**config.mk**
```make
export PLATFORM = sky130hd
export DESIGN_NAME = dq_regs
export DESIGN_NICKNAME = d
export VERILOG_FILES = /design/src/dq_pkg.sv /design/src/dq_regs.sv /design/src/dq_dac_chan.sv
export VERILOG_INCLUDE_DIRS = /design/src /design/src/src
export SDC_FILE = /design/constraint.sdc
export NUM_CORES = 1
export LEC_CHECK = 0
export BUFFER_PORTS_ARGS = -buffer_cell sky130_fd_sc_hd__clkbuf_2
export CAP_MARGIN = 20
export CORE_MARGIN = 2
export CORE_UTILIZATION = 46
export CTS_CLUSTER_SIZE = 25
export DETAILED_ROUTE_END_ITERATION = 10
export PLACE_DENSITY_LB_ADDON = 0.3
export SLEW_MARGIN = 20
export SYNTH_ARGS = -nofsm -noshare
export SYNTH_HDL_FRONTEND = slang
export SYNTH_SLANG_ARGS = --single-unit
```
**constraint.sdc**
```tcl
create_clock -name ref_clk -period 1.93 [get_ports ref_clk]
set_clock_uncertainty 0.1 [all_clocks]
set_input_delay 0 -clock ref_clk [delete_from_list [all_inputs] [get_ports ref_clk]]
set_output_delay 0 -clock ref_clk [all_outputs]
set_load 0.005 [all_outputs]
```
**src/dq_defines.svh**
```systemverilog
`ifndef DQ_DEFINES_SVH
`define DQ_DEFINES_SVH
// Functional notes
// - any write to software trigger index 12 starts a conversion in software mode.
// - digital inputs 0-7 read at index 6, 8-15 at index 7.
// - digital outputs 0-7 written at index 13, 8-15 at index 14.
// - analog out 1 code: low byte index 4, high nibble index 5.
// - analog out 2 written at indices 6 and 7; reads there return inputs.
// - analog code is 12 bits, low byte bit 0 is lsb.
// - low byte is held; output updates only when high byte is written.
// - indices 0-2 reach the three counters, index 3 the control byte.
// - cascaded counters 1 and 2 give the pacer trigger; counter 0 free.
// - done flag shows not-ready while converting, ready when finished.
// - reading the result low byte clears the done flag.
// - a conversion completes within 8 us of its trigger.
// - with external source selected, each rising edge starts a conversion.
// - with external source selected, software and pacer triggers are ignored.
// - internal trigger choice and transfer method come from mode index 11.
// - interrupt mode raises the interrupt when a result is ready.
// - dma mode requests a transfer of each finished result.
// - external trigger works with any transfer; pacer with dma or interrupt.
// - mode 000 off, 001 software/polled (reset), 010 pacer/dma, 110 pacer/int.
// - interrupt status set per conversion; any write to index 8 clears it.

// ==========================================
// register indices, byte address is four times the index
`define DQ_IDX_CNT0     6'h00
`define DQ_IDX_TCTL     6'h03
`define DQ_IDX_AO1L     6'h04
`define DQ_IDX_AO1H     6'h05
`define DQ_IDX_AO2L     6'h06
`define DQ_IDX_AO2H     6'h07
`define DQ_IDX_INTCLR   6'h08
`define DQ_IDX_OPMODE   6'h0B
`define DQ_IDX_SOFT     6'h0C
`define DQ_IDX_DOUTL    6'h0D
`define DQ_IDX_DOUTH    6'h0E
`define DQ_IDX_ADL      6'h10
`define DQ_IDX_ADH      6'h11

// ==========================================
// operation modes and fields
`define DQ_MODE_OFF     3'h0
`define DQ_MODE_SOFT    3'h1
`define DQ_MODE_PDMA    3'h2
`define DQ_MODE_PINT    3'h6
`define DQ_MODE_RST     3'h1
`define DQ_ADH_FLAG_BIT 4
`define DQ_DAC_HI_MSB   3
`define DQ_DAC_RST      12'h000

// ==========================================
// timing
`define DQ_CLK_NS       10
`define DQ_CONV_NS      8000
`define DQ_CONV_CYC     10'(`DQ_CONV_NS / `DQ_CLK_NS)
`endif

```
**src/dq_pkg.sv**
```systemverilog
package dq_pkg;
  // ==========================================
  // conversion sequencer states
  typedef enum logic [1:0] {
    DQ_ST_IDLE = 2'h0,
    DQ_ST_CONV = 2'h1
  } dq_conv_st_t;

  // request towards the interval timer
  typedef struct packed {
    logic       wr;
    logic       rd;
    logic [1:0] idx;
    logic [7:0] wdata;
  } dq_tmr_req_t;

  typedef struct packed {
    logic [31:0] prdata;
    logic        pready;
    logic        pslverr;
  } dq_apb_rsp_t;

  typedef struct packed {
    logic [7:0]  low_ff;
    logic [11:0] code_ff;
  } dq_dac_state_t;

  typedef struct packed {
    dq_apb_rsp_t apb;
    logic        tmr_wait;
    dq_tmr_req_t tmr;
    logic [2:0]  op_mode;
    logic [15:0] dout;
    logic        ext_sync1;
    logic        ext_sync2;
    logic        ext_prev;
    logic        pacer_prev;
    dq_conv_st_t conv_st;
    logic [9:0]  conv_cnt;
    logic        adc_start;
    logic [11:0] adc_result;
    logic        done_flag;
    logic        int_status;
    logic        dma_req;
  } dq_state_t;
endpackage

```
**src/dq_regs.sv**
```systemverilog
// Decided for this implementation: the APB register port.
`timescale 1ns/1ps
`include "dq_defines.svh"
module dq_regs (
  input  wire logic           ref_clk,
  input  wire logic           rst_n,
  input  wire logic           psel,
  input  wire logic           penable,
  input  wire logic           pwrite,
  input  wire logic [7:0]     paddr,
  input  wire logic [31:0]    pwdata,
  output logic [31:0]         prdata,
  output logic                pready,
  output logic                pslverr,
  input  wire logic           trigger_source_jumper,
  input  wire logic           external_trigger_input,
  input  wire logic           pacer_out,
  input  wire logic [7:0]     timer_rdata,
  output dq_pkg::dq_tmr_req_t timer_req,
  output logic                adc_start,
  input  wire logic [11:0]    adc_data,
  output logic                irq,
  output logic                dma_req,
  input  wire logic           dma_ack,
  input  wire logic [15:0]    din_lines,
  output logic [15:0]         dout_lines,
  output logic [11:0]         aout1_code,
  output logic [11:0]         aout2_code
);
  localparam int CONV_LIM = 800;

  dq_pkg::dq_state_t s_ff;
  dq_pkg::dq_state_t nxt_s;
  logic              take;
  logic              wr;
  logic              rd;
  logic              mapped;
  logic [5:0]        idx;
  logic [7:0]        rbyte;
  logic              soft_en;
  logic              pacer_en;
  logic              ext_edge;
  logic              pacer_edge;
  logic              soft_wr;
  logic              trig;
  logic              conv_end;

  // ==========================================
  // apb decode
  // one wait state on every access, two on timer reads, keeps all bus outputs registered
  assign take = psel & penable & ~s_ff.apb.pready & ~s_ff.tmr_wait;
  assign idx  = paddr[7:2];
  assign wr   = take & pwrite & mapped;
  assign rd   = take & ~pwrite & mapped;

  // read mux and address map
  always_comb begin
    mapped = 1'b1;
    rbyte  = 8'h00;
    if (paddr[1:0] != 2'h0) begin
      mapped = 1'b0;
    end else if (idx <= `DQ_IDX_TCTL) begin
      rbyte = timer_rdata;
    end else if (idx == `DQ_IDX_AO1L || idx == `DQ_IDX_AO1H) begin
      rbyte = 8'h00;
    end else if (idx == `DQ_IDX_AO2L) begin
      rbyte = din_lines[7:0];
    end else if (idx == `DQ_IDX_AO2H) begin
      rbyte = din_lines[15:8];
    end else if (idx == `DQ_IDX_INTCLR || idx == `DQ_IDX_OPMODE) begin
      rbyte = 8'h00;
    end else if (idx == `DQ_IDX_SOFT || idx == `DQ_IDX_DOUTL) begin
      rbyte = 8'h00;
    end else if (idx == `DQ_IDX_DOUTH) begin
      rbyte = 8'h00;
    end else if (idx == `DQ_IDX_ADL) begin
      rbyte = s_ff.adc_result[7:0];
    end else if (idx == `DQ_IDX_ADH) begin
      rbyte[3:0] = s_ff.adc_result[11:8];
      rbyte[`DQ_ADH_FLAG_BIT] = s_ff.done_flag;
    end else begin
      mapped = 1'b0;
    end
  end

  // ==========================================
  // trigger selection
  // the jumper overrides the mode register; internal sources go quiet
  assign soft_en  = ~trigger_source_jumper
                  & (s_ff.op_mode == `DQ_MODE_SOFT);
  assign pacer_en = ~trigger_source_jumper
                  & ((s_ff.op_mode == `DQ_MODE_PDMA)
                  | (s_ff.op_mode == `DQ_MODE_PINT));
  // edge taken from the second stage only, never the first
  assign ext_edge   = s_ff.ext_sync2 & ~s_ff.ext_prev;
  assign pacer_edge = pacer_out & ~s_ff.pacer_prev;
  assign soft_wr    = wr & (idx == `DQ_IDX_SOFT);
  assign trig = (trigger_source_jumper & ext_edge)
              | (pacer_en & pacer_edge)
              | (soft_en & soft_wr);
  assign conv_end = (s_ff.conv_st == dq_pkg::DQ_ST_CONV)
                  & (s_ff.conv_cnt == `DQ_CONV_CYC - 10'h001);

  // ==========================================
  // next state
  always_comb begin
    nxt_s = s_ff;
    nxt_s.apb.pready  = 1'b0;
    nxt_s.apb.pslverr = 1'b0;
    nxt_s.apb.prdata  = 32'h0000_0000;
    nxt_s.tmr.wr      = 1'b0;
    nxt_s.tmr.rd      = 1'b0;
    nxt_s.tmr_wait    = 1'b0;
    nxt_s.adc_start   = 1'b0;

    // bus answer; timer reads wait one more cycle for its data
    if (s_ff.tmr_wait) begin
      nxt_s.apb.pready = 1'b1;
      nxt_s.apb.prdata = {24'h00_0000, timer_rdata};
    end else if (take && !mapped) begin
      nxt_s.apb.pready  = 1'b1;
      nxt_s.apb.pslverr = 1'b1;
    end else if (rd && idx <= `DQ_IDX_TCTL) begin
      nxt_s.tmr.rd   = 1'b1;
      nxt_s.tmr.idx  = idx[1:0];
      nxt_s.tmr_wait = 1'b1;
    end else if (take) begin
      nxt_s.apb.pready = 1'b1;
      nxt_s.apb.prdata = {24'h00_0000, pwrite ? 8'h00 : rbyte};
    end

    // register writes
    if (wr) begin
      if (idx <= `DQ_IDX_TCTL) begin
        nxt_s.tmr.wr    = 1'b1;
        nxt_s.tmr.idx   = idx[1:0];
        nxt_s.tmr.wdata = pwdata[7:0];
      end else if (idx == `DQ_IDX_OPMODE) begin
        nxt_s.op_mode = pwdata[2:0];
      end else if (idx == `DQ_IDX_DOUTL) begin
        nxt_s.dout[7:0] = pwdata[7:0];
      end else if (idx == `DQ_IDX_DOUTH) begin
        nxt_s.dout[15:8] = pwdata[7:0];
      end
    end

    // input edge history
    nxt_s.ext_sync1  = external_trigger_input;
    nxt_s.ext_sync2  = s_ff.ext_sync1;
    nxt_s.ext_prev   = s_ff.ext_sync2;
    nxt_s.pacer_prev = pacer_out;

    // conversion sequencer
    case (s_ff.conv_st)
      dq_pkg::DQ_ST_IDLE: begin
        if (trig) begin
          nxt_s.conv_st   = dq_pkg::DQ_ST_CONV;
          nxt_s.conv_cnt  = 10'h000;
          nxt_s.adc_start = 1'b1;
          nxt_s.done_flag = 1'b0;
        end
      end
      dq_pkg::DQ_ST_CONV: begin
        // triggers here are dropped, not restarted
        nxt_s.conv_cnt = s_ff.conv_cnt + 10'h001;
        if (conv_end) begin
          nxt_s.conv_st    = dq_pkg::DQ_ST_IDLE;
          nxt_s.adc_result = adc_data;
        end
      end
      default: begin
        nxt_s.conv_st = dq_pkg::DQ_ST_IDLE;
      end
    endcase

    // done flag: consuming read clears, a finishing conversion wins
    if (rd && idx == `DQ_IDX_ADL) begin
      nxt_s.done_flag = 1'b0;
    end
    if (conv_end) begin
      nxt_s.done_flag = 1'b1;
    end

    // interrupt status: held until any write to the clear index
    if (wr && idx == `DQ_IDX_INTCLR) begin
      nxt_s.int_status = 1'b0;
    end
    if (conv_end && s_ff.op_mode == `DQ_MODE_PINT) begin
      nxt_s.int_status = 1'b1;
    end

    // dma request: dropped by the controller's acknowledge
    if (dma_ack) begin
      nxt_s.dma_req = 1'b0;
    end
    if (conv_end && s_ff.op_mode == `DQ_MODE_PDMA) begin
      nxt_s.dma_req = 1'b1;
    end
  end

  // ==========================================
  // state register
  always_ff @(posedge ref_clk or negedge rst_n) begin
    if (!rst_n) begin
      s_ff         <= '0;
      s_ff.op_mode <= `DQ_MODE_RST;
    end else begin
      s_ff <= nxt_s;
    end
  end

  // ==========================================
  // analog output channels
  dq_dac_chan u_dac1 (
    .ref_clk (ref_clk),
    .rst_n   (rst_n),
    .wr_low  (wr & (idx == `DQ_IDX_AO1L)),
    .wr_high (wr & (idx == `DQ_IDX_AO1H)),
    .wdata   (pwdata[7:0]),
    .code    (aout1_code)
  );

  dq_dac_chan u_dac2 (
    .ref_clk (ref_clk),
    .rst_n   (rst_n),
    .wr_low  (wr & (idx == `DQ_IDX_AO2L)),
    .wr_high (wr & (idx == `DQ_IDX_AO2H)),
    .wdata   (pwdata[7:0]),
    .code    (aout2_code)
  );

  // ==========================================
  // outputs
  assign prdata     = s_ff.apb.prdata;
  assign pready     = s_ff.apb.pready;
  assign pslverr    = s_ff.apb.pslverr;
  assign timer_req  = s_ff.tmr;
  assign adc_start  = s_ff.adc_start;
  assign irq        = s_ff.int_status;
  assign dma_req    = s_ff.dma_req;
  assign dout_lines = s_ff.dout;

  // ==========================================
  // checks
  property p_soft_start;
    @(posedge ref_clk) disable iff (!rst_n)
    soft_wr && soft_en && s_ff.conv_st == dq_pkg::DQ_ST_IDLE |=> adc_start;
  endproperty
  a_soft_start: assert property (p_soft_start) else $error("no soft start");

  property p_din_read;
    @(posedge ref_clk) disable iff (!rst_n)
    rd && idx == `DQ_IDX_AO2L |=> pready && prdata[7:0] == $past(din_lines[7:0]);
  endproperty
  a_din_read: assert property (p_din_read) else $error("input byte read wrong");

  property p_dout_write;
    @(posedge ref_clk) disable iff (!rst_n)
    wr && idx == `DQ_IDX_DOUTH |=> dout_lines[15:8] == $past(pwdata[7:0]);
  endproperty
  a_dout_write: assert property (p_dout_write) else $error("output high byte wrong");

  property p_dac_update;
    @(posedge ref_clk) disable iff (!rst_n)
    wr && idx == `DQ_IDX_AO1H |=> aout1_code[11:8] == $past(pwdata[3:0]);
  endproperty
  a_dac_update: assert property (p_dac_update) else $error("dac high nibble wrong");

  property p_conv_time;
    @(posedge ref_clk) disable iff (!rst_n)
    adc_start |-> !s_ff.done_flag ##0 (!s_ff.done_flag)[*1] ##[1:CONV_LIM] s_ff.done_flag;
  endproperty
  a_conv_time: assert property (p_conv_time) else $error("conversion too long");

  property p_busy_ignore;
    @(posedge ref_clk) disable iff (!rst_n)
    s_ff.conv_st == dq_pkg::DQ_ST_CONV && !conv_end |=> !adc_start;
  endproperty
  a_busy_ignore: assert property (p_busy_ignore) else $error("restart while busy");

  property p_ext_only;
    @(posedge ref_clk) disable iff (!rst_n)
    trigger_source_jumper && !ext_edge |=> !adc_start;
  endproperty
  a_ext_only: assert property (p_ext_only) else $error("internal trigger leaked");

  property p_flag_clear;
    @(posedge ref_clk) disable iff (!rst_n)
    rd && idx == `DQ_IDX_ADL && !conv_end |=> !s_ff.done_flag;
  endproperty
  a_flag_clear: assert property (p_flag_clear) else $error("flag kept after read");

  property p_irq_set;
    @(posedge ref_clk) disable iff (!rst_n)
    conv_end && s_ff.op_mode == `DQ_MODE_PINT |=> irq;
  endproperty
  a_irq_set: assert property (p_irq_set) else $error("irq missing after conversion");

  property p_irq_hold;
    @(posedge ref_clk) disable iff (!rst_n)
    irq && !(wr && idx == `DQ_IDX_INTCLR) |=> irq;
  endproperty
  a_irq_hold: assert property (p_irq_hold) else $error("irq dropped without clear");

  property p_dma_set;
    @(posedge ref_clk) disable iff (!rst_n)
    conv_end && s_ff.op_mode == `DQ_MODE_PDMA |=> dma_req;
  endproperty
  a_dma_set: assert property (p_dma_set) else $error("dma request missing");

  // two sync stages then the edge flop: the pulse lines up with the end of the run
  property p_ext_sync;
    @(posedge ref_clk) disable iff (!rst_n)
    $rose(external_trigger_input) ##1 external_trigger_input[*2]
      |-> ext_edge;
  endproperty
  a_ext_sync: assert property (p_ext_sync) else $error("external edge lost");

  property p_mode_gate;
    @(posedge ref_clk) disable iff (!rst_n)
    s_ff.op_mode == `DQ_MODE_OFF && !trigger_source_jumper |=> !adc_start;
  endproperty
  a_mode_gate: assert property (p_mode_gate) else $error("start with triggers off");

  // a finishing conversion beats a consuming read in the same cycle
  property p_done_set;
    @(posedge ref_clk) disable iff (!rst_n)
    conv_end |=> s_ff.done_flag;
  endproperty
  a_done_set: assert property (p_done_set) else $error("done flag not set");

  property p_pacer_start;
    @(posedge ref_clk) disable iff (!rst_n)
    pacer_en && pacer_edge && s_ff.conv_st == dq_pkg::DQ_ST_IDLE |=> adc_start;
  endproperty
  a_pacer_start: assert property (p_pacer_start) else $error("no pacer start");

  property p_dma_hold;
    @(posedge ref_clk) disable iff (!rst_n)
    dma_req && !dma_ack |=> dma_req;
  endproperty
  a_dma_hold: assert property (p_dma_hold) else $error("dma request dropped");

  c_soft_conv: cover property (@(posedge ref_clk) disable iff (!rst_n)
    soft_wr && soft_en ##[1:CONV_LIM] conv_end);
  c_irq_clear: cover property (@(posedge ref_clk) disable iff (!rst_n)
    irq ##1 (wr && idx == `DQ_IDX_INTCLR));
  c_ext_conv: cover property (@(posedge ref_clk) disable iff (!rst_n)
    trigger_source_jumper && ext_edge ##1 adc_start);
  c_slverr: cover property (@(posedge ref_clk) disable iff (!rst_n) pslverr);
endmodule

```
**src/dq_dac_chan.sv**
```systemverilog
`timescale 1ns/1ps
`include "dq_defines.svh"
module dq_dac_chan (
  input  wire logic        ref_clk,
  input  wire logic        rst_n,
  input  wire logic        wr_low,
  input  wire logic        wr_high,
  input  wire logic [7:0]  wdata,
  output logic [11:0]      code
);
  dq_pkg::dq_dac_state_t s_ff;
  dq_pkg::dq_dac_state_t nxt_s;

  // ==========================================
  // double buffer: low byte waits for the high byte
  always_comb begin
    nxt_s = s_ff;
    if (wr_low) begin
      nxt_s.low_ff = wdata;
    end
    if (wr_high) begin
      // upper nibble of the high byte is ignored
      nxt_s.code_ff = {wdata[`DQ_DAC_HI_MSB:0], s_ff.low_ff};
    end
  end

  always_ff @(posedge ref_clk or negedge rst_n) begin
    if (!rst_n) begin
      s_ff <= '0;
    end else begin
      s_ff <= nxt_s;
    end
  end

  assign code = s_ff.code_ff;

  // ==========================================
  // checks
  property p_dac_hold;
    @(posedge ref_clk) disable iff (!rst_n)
    !wr_high |=> $stable(code);
  endproperty
  a_dac_hold: assert property (p_dac_hold) else $error("dac code moved early");
endmodule

```
==> results.md <==
- Inst Count DP: 636
- WL final: 11300 um
- Clock tree root buffer cell: clkbuf_16
- Cell Count, Final, Fillers Out: 707
- Final Hold Fails: 0
- Flop and latch count out of synthesis: roughly 110
- Routed wire length per instance: between 15 and 20 um
- ANT nets after route: 0
- Top cell type's share of synthesized area: between 50% and 60%
- CTS Sinks: about 110
- Overflow after GRT: 0
- Overall Power: slightly below 0.005 W
- R2r setup slk: -0.02 ns
- P&R area growth vs syn: 24.0%
- CP arrival: 2.11 ns
- Commonest non-fill, non-tap cell in the layout: clkbuf_2
- Worst relative slew slack: roughly 62%
- Final Core Density: a little under 60%
- Final period utilization: 101%
- Maximum VDD drop: 0.556 mV
- Initial DRT Pass Iterations: 5
- F_max: 513 MHz
- Type of the most critical hold path: in2reg
- Most frequent cells in the layout: clkbuf_2, dfrtp_1, mux2_2, dlygate4sd3_1, nand2_1
- Starting density of the core: 46.7%
- Die ar.: roughly 0.012 mm^2
- Worst-Margin Slew: ~0.57 ns
- Final instance area: 0.00653 mm^2
- Row Count: 39
- Pwr/cell area: 757 mW/mm^2
- Vias in the first global route: 3642
- Initial antenna violation count: 0
- DR WL met2: 5480 um
- WL met3: 536 um
- Critical path fanouts, max: 8
- First-pass GRT wire length: 18400 um
- DR DRC count: 0
- Clock-pin slew on the worst setup and hold paths: 0.08 ns
- Highest routed layer: met4
- Mapped Area: 0.00526 mm^2
- M1 WL: roughly 4900 um
- Failing checks: negative setup slack
- Avg Cell Area, Syn: 12.5 um^2
- DRT iter0 DRCs: 137
- Ys async rst share: 100%
- Depth of the CTS H-tree: 3
- Chip Width: 111 um
- Post-route setup slack: -0.0202 ns
- Largest net degree at the start of global routing: 113
- Vias per inst: ~5.0
- Number of buffers created by CTS: 9
- CP max stage delay: 0.53 ns
- Worst-Skew Late Latency: 0.35 ns
- Syn Inst Count: 420
- Placeable core area: roughly 0.011 mm^2
- Port buffer count: 125
- Footprint of the multi-input gates: 0.00188 mm^2
- Ys flop type: dfrtp_1
- GP Congestion: between 0.9 and 1
- Post-synth EDFFs: 0
- Setup tns final: -0.0257 ns
- Via Count: 3565
- WP data required: 2.09 ns
- CTS max path bufs: 2
- Library cells used by synthesis: 49
- Seq/Total Area, Yosys: 53.3%
- HPWL after DPL: 7400 um
- Crit-path cells: nand4bb_4 > or3_4 > a2111o_2 > a22oi_2
- FF/Latch Area: 0.00280 mm^2
- Synth area leaders: dfrtp_1, mux2_2, buf_4
- Nets: 645
- Crit start category: flop
- Leakage: 3.32 nW
- Max Slew Vio Count: 0
- Global Route Usage Sum: roughly a fifth
- CTS tree: built
- YS warnings: 0
- Slowest stage cell on the critical path: a2111o_2
- Minimum clock period: 1.95 ns
- Filler cells: 923
- Die Ht: 111 um
- RSZ-0062 raised after global routing: yes
- Setup Viol. Count Final: 2
- Layout cells sized above 1: 46.5%
- N_diodes: 0
- Max cap viols: 0
- Crit Path Category: reg2reg
- Ports: 174
- DP Area: 0.00565 mm^2
- Area leader, netlist: dfrtp_1
- Status: complete, but fails checks
- Kind of end point of the critical path: flop
area by class of cell:
type	count	share of cell area, %
inverters	7	0.403
clock buffers	10	3.51
repair buffers	198	20.7
multi-input cells	231	28.9
well taps	143	2.74
clock inverters	6	0.844
flip-flops and latches	112	43.0
path summary, 6_finish.rpt:
check,start,cells after the start,endpoint
max,timer_req[10],4,prdata[5]
min,paddr[2],2,timer_req[8]
max reg2reg,timer_req[10],4,prdata[5]
min reg2reg,nxt_s[30],0,nxt_s[29]
max in group asynchronous,rst_n,3,s_ff[7]
min in group asynchronous,rst_n,3,timer_req[7]
through the flow:
| stage | setup WS, ns | hold WS [ns] |
|---|---|---|
| 6_report | -0.0202 | 0.0196 |
| 5_1_grt | -0.0724 | 0.0306 |
| 4_1_cts | 0.0264 | 0.00366 |
| 3_5_place_dp | -0.0316 | 0.0105 |
| 3_3_place_gp | 0.0259 | 0.00900 |
| 2_1_floorplan | 0.0507 | -0.396 |
report_power, final:
group	internal (W)	leakage, nW	switching (W)
Sequential	0.00249	1.49	0.000134
Clock	0.000897	0.136	0.000866
Combinational	0.000290	1.69	0.000264
critical path, delay by kind of cell (launching register included):
family             cells  cell delay, ns
DFF                    1            0.38
AOI/OAI and AO/OA      2            0.74
and+or+nand+nor        2            0.66
registers in the layout, summed over array words and instances, names as in the netlist:
name and flops:
irq 1, dma_req 1, u_dac1.code 12, pready 1, prdata 8, u_dac1.s_ff 8
s_ff 29, u_dac2.code 12, nxt_s 2, u_dac2.s_ff 8, dout_lines 16, pslverr 1
adc_start 1, timer_req 12
layer usage:
metal | GRT usage, % | up-vias
met5 | 0 | -
met4 | 8.92 | 0
met3 | 4.92 | 33
met2 | 30.0 | 120
met1 | 24.2 | 1759
li1 | - | 1653
Yosys cell counts, types with 5 or more instances:
library cell,n
dfrtp_1,111
buf_4,86
mux2_2,81
nand2_1,26
o21ai_0,13
nor2_1,8
a21oi_1,7
a22o_1,7
inv_1,7
nand3_1,7
a221oi_1,5
timing repair:
action	4_1_cts	5_1_grt
setup buffers	0	1
pin swaps	0	6
hold buffers	54	0
resized for setup	1	14
hold endpoints to repair	189	0
endpoints found under the setup margin	8	37
logic make-up after synthesis:
family / Yosys count / share of synthesized area [%]
AOI/OAI and AO/OA: 47 / 6.35
xor gates and xnor gates: 2 / 0.333
adders and majority gates: 1 / 0.238
buffers and inverters: 100 / 13.4
DFF: 112 / 53.3
muxes: 84 / 17.9
other: 1 / 0.0713
and+or+nand+nor: 73 / 8.44
(Power assumes the default switching activity.)
